## src/logic/fpcx_pkg.sv

```systemverilog
`default_nettype none
package fpcx_pkg;
   localparam int DATA_W = 32;
   localparam int ADDR_W = 12;
   localparam int FLAG_W = 6;
   localparam int SIMD_W = 13;
   localparam int EXP_W = 18;
   localparam int SIMD_FLAG_LSB = 0;
   localparam int SIMD_MASK_LSB = 7;
   localparam int FLAG_INV = 0;
   localparam int FLAG_DEN = 1;
   localparam int FLAG_ZDIV = 2;
   localparam int FLAG_OVF = 3;
   localparam int FLAG_UNF = 4;
   localparam int FLAG_PREC = 5;
   localparam logic [ADDR_W-1:0] ADDR_STK_STATUS = 12'h000;
   localparam logic [ADDR_W-1:0] ADDR_STK_CTRL = 12'h004;
   localparam logic [ADDR_W-1:0] ADDR_SIMD_CSR = 12'h008;
   localparam logic [FLAG_W-1:0] STK_STATUS_RST = 6'h00;
   localparam logic [FLAG_W-1:0] STK_CTRL_RST = 6'h3F;
   localparam logic [SIMD_W-1:0] SIMD_CSR_RST = 13'h1F80;
   localparam logic [SIMD_W-1:0] SIMD_CSR_WMASK = 13'h1FBF;
   // Unbiased exponent of the rounded, normalised result
   localparam logic signed [EXP_W-1:0] OVF_EXP_SGL = 18'sh00080;
   localparam logic signed [EXP_W-1:0] OVF_EXP_DBL = 18'sh00400;
   localparam logic signed [EXP_W-1:0] OVF_EXP_EXT = 18'sh04000;
   localparam logic signed [EXP_W-1:0] TINY_EXP_SGL = -18'sh0007E;
   localparam logic signed [EXP_W-1:0] TINY_EXP_DBL = -18'sh003FE;
   localparam logic signed [EXP_W-1:0] TINY_EXP_EXT = -18'sh03FFE;

   typedef enum logic [1:0] {FMT_SINGLE, FMT_DOUBLE, FMT_EXTENDED} fpcx_fmt_e;
   typedef enum logic [1:0] {RM_NEAREST, RM_DOWN, RM_UP, RM_ZERO} fpcx_rmode_e;
   typedef enum logic {UNIT_STACK, UNIT_SIMD} fpcx_unit_e;
   typedef enum logic [2:0] {
      KIND_NONE, KIND_ROUNDED, KIND_DENORM, KIND_INF, KIND_MAX_FINITE, KIND_BIASED
   } fpcx_kind_e;

   typedef struct packed {
      logic valid;
      fpcx_unit_e unit;
      fpcx_fmt_e fmt;
      fpcx_rmode_e rmode;
      logic sign;
      logic zero;
      logic inexact;
      logic dest_mem;
      logic signed [EXP_W-1:0] exp;
   } fpcx_req_s;

   typedef struct packed {
      logic valid;
      fpcx_kind_e kind;
      logic sign;
      logic handler;
      fpcx_unit_e unit;
   } fpcx_res_s;

   typedef struct packed {
      logic [FLAG_W-1:0] stk_status;
      logic [FLAG_W-1:0] stk_ctrl;
      logic [SIMD_W-1:0] simd_csr;
      logic [DATA_W-1:0] prdata;
      logic pslverr;
      fpcx_res_s res;
   } fpcx_state_s;
endpackage : fpcx_pkg
`default_nettype wire

```

## src/logic/fpcx_unit.sv

```systemverilog
`timescale 1ns/100ps
`default_nettype none
module fpcx_unit (
   input wire logic mclk_i,
   input wire logic nrst_i,
   input wire logic psel_i,
   input wire logic penable_i,
   input wire logic pwrite_i,
   input wire logic [fpcx_pkg::ADDR_W-1:0] paddr_i,
   input wire logic [fpcx_pkg::DATA_W-1:0] pwdata_i,
   output logic pready_o,
   output logic [fpcx_pkg::DATA_W-1:0] prdata_o,
   output logic pslverr_o,
   input wire fpcx_pkg::fpcx_req_s req_i,
   output fpcx_pkg::fpcx_res_s res_o
);
   localparam fpcx_pkg::fpcx_state_s ST_RST = '{
      stk_status: fpcx_pkg::STK_STATUS_RST,
      stk_ctrl: fpcx_pkg::STK_CTRL_RST,
      simd_csr: fpcx_pkg::SIMD_CSR_RST,
      prdata: '0,
      pslverr: 1'b0,
      res: '0
   };

   fpcx_pkg::fpcx_state_s s_q;
   fpcx_pkg::fpcx_state_s s_d;

   function automatic logic signed [fpcx_pkg::EXP_W-1:0] ovf_thr(fpcx_pkg::fpcx_fmt_e f);
      case (f)
         fpcx_pkg::FMT_SINGLE: ovf_thr = fpcx_pkg::OVF_EXP_SGL;
         fpcx_pkg::FMT_DOUBLE: ovf_thr = fpcx_pkg::OVF_EXP_DBL;
         default: ovf_thr = fpcx_pkg::OVF_EXP_EXT;
      endcase
   endfunction : ovf_thr

   function automatic logic signed [fpcx_pkg::EXP_W-1:0] tiny_thr(fpcx_pkg::fpcx_fmt_e f);
      case (f)
         fpcx_pkg::FMT_SINGLE: tiny_thr = fpcx_pkg::TINY_EXP_SGL;
         fpcx_pkg::FMT_DOUBLE: tiny_thr = fpcx_pkg::TINY_EXP_DBL;
         default: tiny_thr = fpcx_pkg::TINY_EXP_EXT;
      endcase
   endfunction : tiny_thr

   // Masked overflow answer chosen by rounding direction and sign
   function automatic fpcx_pkg::fpcx_kind_e ovf_default(fpcx_pkg::fpcx_rmode_e rm,
                                                       logic neg);
      case (rm)
         fpcx_pkg::RM_NEAREST: ovf_default = fpcx_pkg::KIND_INF;
         fpcx_pkg::RM_DOWN: ovf_default = neg ? fpcx_pkg::KIND_INF
                                              : fpcx_pkg::KIND_MAX_FINITE;
         fpcx_pkg::RM_UP: ovf_default = neg ? fpcx_pkg::KIND_MAX_FINITE
                                            : fpcx_pkg::KIND_INF;
         default: ovf_default = fpcx_pkg::KIND_MAX_FINITE;
      endcase
   endfunction : ovf_default

   logic ovf_w;
   logic tiny_w;
   logic [fpcx_pkg::FLAG_W-1:0] mask_w;
   logic [fpcx_pkg::FLAG_W-1:0] cur_flags_w;
   logic [fpcx_pkg::FLAG_W-1:0] q_flags_w;
   logic apb_wr_w;
   logic wr_stk_w;
   logic wr_simd_w;
   logic wr_flag_w;
   logic is_simd_w;
   logic m_o_w;
   logic m_u_w;
   logic m_p_w;
   logic msk_exc_w;
   logic unm_exc_w;
   logic [fpcx_pkg::FLAG_W-1:0] simd_flags_w;

   // Zero carries no exponent, so it can never be tiny or too large
   assign ovf_w = !req_i.zero && (req_i.exp >= ovf_thr(req_i.fmt));
   assign tiny_w = !req_i.zero && (req_i.exp < tiny_thr(req_i.fmt));
   assign is_simd_w = (req_i.unit == fpcx_pkg::UNIT_SIMD);
   assign mask_w = is_simd_w ? s_q.simd_csr[fpcx_pkg::SIMD_MASK_LSB +: fpcx_pkg::FLAG_W]
                             : s_q.stk_ctrl;
   assign cur_flags_w = is_simd_w ? s_q.simd_csr[fpcx_pkg::SIMD_FLAG_LSB +: fpcx_pkg::FLAG_W]
                                  : s_q.stk_status;
   assign q_flags_w = (res_o.unit == fpcx_pkg::UNIT_SIMD)
                      ? s_q.simd_csr[fpcx_pkg::SIMD_FLAG_LSB +: fpcx_pkg::FLAG_W]
                      : s_q.stk_status;
   assign m_o_w = mask_w[fpcx_pkg::FLAG_OVF];
   assign m_u_w = mask_w[fpcx_pkg::FLAG_UNF];
   assign m_p_w = mask_w[fpcx_pkg::FLAG_PREC];
   assign apb_wr_w = psel_i && penable_i && pwrite_i;
   assign wr_stk_w = apb_wr_w && (paddr_i == fpcx_pkg::ADDR_STK_STATUS);
   assign wr_simd_w = apb_wr_w && (paddr_i == fpcx_pkg::ADDR_SIMD_CSR);
   assign wr_flag_w = is_simd_w ? wr_simd_w : wr_stk_w;
   assign msk_exc_w = (ovf_w && m_o_w) || (tiny_w && m_u_w);
   assign unm_exc_w = (ovf_w && !m_o_w) || (tiny_w && !m_u_w);
   assign simd_flags_w = s_q.simd_csr[fpcx_pkg::SIMD_FLAG_LSB +: fpcx_pkg::FLAG_W];

   // Zero wait states; read data is captured in the setup cycle
   assign pready_o = 1'b1;
   assign prdata_o = s_q.prdata;
   assign pslverr_o = s_q.pslverr && psel_i && penable_i;
   assign res_o = s_q.res;

   always_comb begin
      logic [fpcx_pkg::FLAG_W-1:0] ev;
      logic hand;
      logic masked;
      fpcx_pkg::fpcx_kind_e kind;
      ev = '0;
      hand = 1'b0;
      masked = 1'b0;
      kind = fpcx_pkg::KIND_ROUNDED;
      s_d = s_q;

      if (apb_wr_w) begin
         case (paddr_i)
            fpcx_pkg::ADDR_STK_STATUS: s_d.stk_status = pwdata_i[fpcx_pkg::FLAG_W-1:0];
            fpcx_pkg::ADDR_STK_CTRL: s_d.stk_ctrl = pwdata_i[fpcx_pkg::FLAG_W-1:0];
            fpcx_pkg::ADDR_SIMD_CSR: begin
               s_d.simd_csr = pwdata_i[fpcx_pkg::SIMD_W-1:0] & fpcx_pkg::SIMD_CSR_WMASK;
            end
            default: ;
         endcase
      end

      if (!req_i.valid) begin
         kind = fpcx_pkg::KIND_NONE;
      end else if (ovf_w || tiny_w) begin
         masked = ovf_w ? m_o_w : m_u_w;
         if (masked) begin
            if (ovf_w) begin
               ev[fpcx_pkg::FLAG_OVF] = 1'b1;
               kind = ovf_default(req_i.rmode, req_i.sign);
            end else begin
               // Exact tiny results stay silent when masked
               ev[fpcx_pkg::FLAG_UNF] = req_i.inexact;
               kind = fpcx_pkg::KIND_DENORM;
            end
            if (req_i.inexact) begin
               ev[fpcx_pkg::FLAG_PREC] = 1'b1;
               hand = !m_p_w;
            end
         end else begin
            if (ovf_w) begin
               ev[fpcx_pkg::FLAG_OVF] = 1'b1;
            end else begin
               ev[fpcx_pkg::FLAG_UNF] = 1'b1;
            end
            hand = 1'b1;
            // Vector side must leave operands intact for the handler
            kind = is_simd_w ? fpcx_pkg::KIND_NONE : fpcx_pkg::KIND_BIASED;
            if (req_i.inexact && !req_i.dest_mem) begin
               ev[fpcx_pkg::FLAG_PREC] = 1'b1;
            end
         end
      end else if (req_i.inexact) begin
         ev[fpcx_pkg::FLAG_PREC] = 1'b1;
         hand = !m_p_w;
      end

      // Hardware events win over a clear written in the same cycle
      if (is_simd_w) begin
         s_d.simd_csr[fpcx_pkg::SIMD_FLAG_LSB +: fpcx_pkg::FLAG_W] =
            s_d.simd_csr[fpcx_pkg::SIMD_FLAG_LSB +: fpcx_pkg::FLAG_W] | ev;
      end else begin
         s_d.stk_status = s_d.stk_status | ev;
      end

      s_d.res.valid = req_i.valid;
      s_d.res.kind = kind;
      s_d.res.sign = req_i.sign;
      s_d.res.handler = hand;
      s_d.res.unit = req_i.unit;

      if (psel_i && !penable_i) begin
         s_d.pslverr = 1'b0;
         case (paddr_i)
            fpcx_pkg::ADDR_STK_STATUS: s_d.prdata = fpcx_pkg::DATA_W'(s_q.stk_status);
            fpcx_pkg::ADDR_STK_CTRL: s_d.prdata = fpcx_pkg::DATA_W'(s_q.stk_ctrl);
            fpcx_pkg::ADDR_SIMD_CSR: s_d.prdata = fpcx_pkg::DATA_W'(s_q.simd_csr);
            default: begin
               s_d.prdata = '0;
               s_d.pslverr = 1'b1;
            end
         endcase
      end
   end

   always_ff @(posedge mclk_i or negedge nrst_i) begin
      if (!nrst_i) begin
         s_q <= ST_RST;
      end else begin
         s_q <= s_d;
      end
   end
endmodule : fpcx_unit
`default_nettype wire

```

## config.mk

```make
export PLATFORM = sky130hd
export DESIGN_NAME = fpcx_unit
export DESIGN_NICKNAME = d
export VERILOG_FILES = /design/src/logic/fpcx_pkg.sv /design/src/logic/fpcx_unit.sv
export SDC_FILE = /design/constraint.sdc
export NUM_CORES = 1
export LEC_CHECK = 0
export BUFFER_PORTS_ARGS = -buffer_cell sky130_fd_sc_hd__buf_4
export CAP_MARGIN = 0
export CORE_MARGIN = 5
export CORE_UTILIZATION = 47
export CTS_CLUSTER_DIAMETER = 40
export DETAILED_ROUTE_END_ITERATION = 12
export PLACE_DENSITY_LB_ADDON = 0.2
export SLEW_MARGIN = 10
export SYNTH_ARGS = -nofsm -noshare
export SYNTH_HDL_FRONTEND = slang
export SYNTH_SLANG_ARGS = --single-unit
```

## constraint.sdc

```tcl
create_clock -name mclk_i -period 1.63 [get_ports mclk_i]
set_input_delay 0.2445 -clock mclk_i [delete_from_list [all_inputs] [get_ports mclk_i]]
set_output_delay 0.2445 -clock mclk_i [all_outputs]
set_load 0.1 [all_outputs]
```

==> results.sh <==
export IMPL_worst_slack_ns=-0.412
export IMPL_netlist_instances=247
export IMPL_synth_seq_cells=44
export IMPL_drtIter0Drc=96
export IMPL_clock_skew_ns=0.00565
export IMPL_fin_util=0.634
export IMPL_grt_overflow_total=0
export IMPL_clock_latency_ns=0.30
export IMPL_p_total_uw=2360
export IMPL_synth_async_reset_ratio=1.00
export IMPL_ys_flop_type="dfrtp_1"
export IMPL_grt_setup_unrepaired="true"
export IMPL_min_period_ns=2.04
export IMPL_drc=0
export IMPL_grt_pass1_wl_um=9340
export IMPL_cpMaxStageDelayCell="or4b_4"
export IMPL_num_vias=2025
export IMPL_netlist_area_um2=2520
export IMPL_syn_to_final_growth_pct=29.4
export IMPL_synth_top_area_cell="dfrtp_1"
export IMPL_hpwl_um=4440
export IMPL_synth_top_area_frac=0.318
export IMPL_cp_max_fo=3
export IMPL_crit_chain="buf_6 -> or2_4 -> ha_4 -> or4b_4 -> o211ai_2 -> a22oi_2 -> mux2i_2 -> nor2_1 -> o31a_1"
export IMPL_cts_root_buffer="clkbuf_8"
export IMPL_clockBufferDepth=2
export IMPL_peakVddDrop_mv=0.369
export IMPL_fillCellCount=457
export IMPL_arrival_ns=2.23
export IMPL_slowest_delay_ns=0.45
export IMPL_die_w_um=83.2
export IMPL_cp_required_ns=1.81
export IMPL_via_per_inst=5.08
export IMPL_powerDensity_nw_per_um2=724
export IMPL_die_area_um2=6920
export IMPL_fmax_ghz=0.490
export IMPL_dr_pass1_iters=4
export IMPL_grt_max_degree=45
export IMPL_dieHeight_um=83.2
export IMPL_critPathLaunchType="input port"
export IMPL_combPwrFrac=0.251
export IMPL_yosysSeqAreaShare=0.443
export IMPL_coreArea_um2=5140
export IMPL_status="finished, violations left"
export IMPL_synth_edf_count=0
export IMPL_num_rows=26
export IMPL_path_clk_slew_ns=0.08
export IMPL_clkPwrFrac=0.278
export IMPL_antenna_found_initial=0
export IMPL_routedWlPerCell_um=14.1
export IMPL_ant_nets=0
export IMPL_p_seq_frac=0.471
export IMPL_grt_pass1_vias=2058
export IMPL_io_pins=118
export IMPL_synth_area_leaders="dfrtp_1 (32%), dfstp_2 (13%), buf_4 (12%)"
export IMPL_setup_viol=10
export IMPL_maxSlewHeadroom=0.646
export IMPL_post_route_period_util=1.25
export IMPL_hold_viol=0
export IMPL_dpl_cell_area_um2=3120
export IMPL_end_kind="register"
export IMPL_antennaDiodeCount=0
export IMPL_drive_above_1_share=0.453
export IMPL_regArea_um2=1120
export IMPL_critical_path_class="in2reg"
export IMPL_fin_area_um2=3260
export IMPL_wl_um=5640
export IMPL_start_util=0.490
export IMPL_cap_violations=0
export IMPL_multi_input_area_um2=1170
export IMPL_clkSinkCount=44
export IMPL_place_gp_congestion=0.860
export IMPL_slew_violations=0
export IMPL_mostFrequentLayoutCell="buf_4"
export IMPL_setup_tns_ns=-2.93
export IMPL_ys_types=48
export IMPL_violations="negative setup slack"
export IMPL_ys_warn_count=0
export IMPL_cts_tree="done"
export IMPL_tightestPinTransition_ns=0.531
export IMPL_grt_usage=0.164
export IMPL_cts_made_buffers=5
export IMPL_p_sw_uw=777
export IMPL_portBuffers=76
export IMPL_pre_cts_ws_ns=-0.839
export IMPL_final_cell_mix="buf_4 (98), dfrtp_1 (32), nand2_1 (27)"
export IMPL_htreeDepth=2
export IMPL_sw_frac_of_total=0.329
export IMPL_hold_class="in2reg"
export IMPL_p_int_uw=1580
export IMPL_fin_nets=409
export IMPL_avgSynthCellArea_um2=10.2
export IMPL_p_leak_uw=0.00159
## worst max-delay path, delay by kind of cell
kind,cells,cell delay (ns)
AOI/OAI and AO/OA,3,0.54
adders and majority gates,1,0.27
buffers and inverters,1,0.09
muxes,1,0.31
and+or+nand+nor,3,0.77
## repair_timing
action,in CTS,in global routing
setup buffers,2,0
hold endpoints to repair,32,0
cloned,0,0
hold buffers,1,0
endpoints found under the setup margin,10,10
pin swaps,9,1
resized for setup,7,0
## routing by layer
layer / wire, µm / up-vias / track usage / part of all wire
met4: 88 / 0 / 0.0490 / 0.016
met5: 0 / - / 0 / 0
li1: - / 983 / - / -
met2: 2880 / 64 / 0.291 / 0.51
met1: 2350 / 970 / 0.190 / 0.42
met3: 319 / 8 / 0.0465 / 0.057
## state kept, by name (all words and copies together) (netlist names)
| register | cells |
|---|---|
| res_o | 7 |
| s_q | 25 |
| prdata_o | 12 |
## power by group through the flow
stage	Sequential (µW)	Combinational, µW	Clock [µW]
after global routing	1110	627	714
after global placement	1130	572	0
after CTS	1110	592	678
final	1110	591	656
after floorplan	1130	428	0
after detailed placement	1130	577	0
## stage by stage
step                hold slack [ns]  std cells
floorplan                   -0.0511        266
global placement              0.270        388
detailed placement            0.267        388
CTS                          0.0598        399
global route                 0.0585        399
finish                       0.0651        399
## final cells by class
cell class,count,area share
clock inverter,1,0.00154
sequential,44,0.343
multi-input combinational,169,0.359
inverter,6,0.00691
tap,70,0.0269
timing repair buffer,102,0.239
clock buffer,7,0.0234
## synthesized netlist by cell type, types with 3 or more instances
master and number:
and3_1 3, dfstp_2 12, clkbuf_1 6, mux2i_1 10, o21ai_0 17, inv_1 6
a21oi_1 6, ha_1 4, nor4_1 6, nand2_1 27, dfrtp_1 32, nand3_1 3
mux2_2 18, nor3_1 3, a222oi_1 4, buf_4 40, nor2_1 8
## final timing paths
kind / start / to / slack [ns] / cells past startpoint
min in group asynchronous: nrst_i / res_o[0] / 0.47 / 2
max in group asynchronous: nrst_i / s_q[58] / 0.78 / 2
hold reg to reg: prdata_o[10] / prdata_o[10] / 0.49 / 2
setup / recovery: req_i[24] / res_o[3] / -0.41 / 9
setup reg to reg: s_q[56] / res_o[5] / 0.10 / 5
hold / removal: req_i[21] / res_o[2] / 0.07 / 1
## logic make-up (layout without fill, tap and decap cells)
group,after synthesis,after routing,share of synthesized area
muxes,28,28,0.120
DFF,44,44,0.443
and+or+nand+nor,68,68,0.144
AOI/OAI and AO/OA,48,48,0.130
buffers and inverters,53,116,0.139
other,2,21,0.00298
adders and majority gates,4,4,0.0199
No activity file was read; power rests on OpenSTA's default activity.
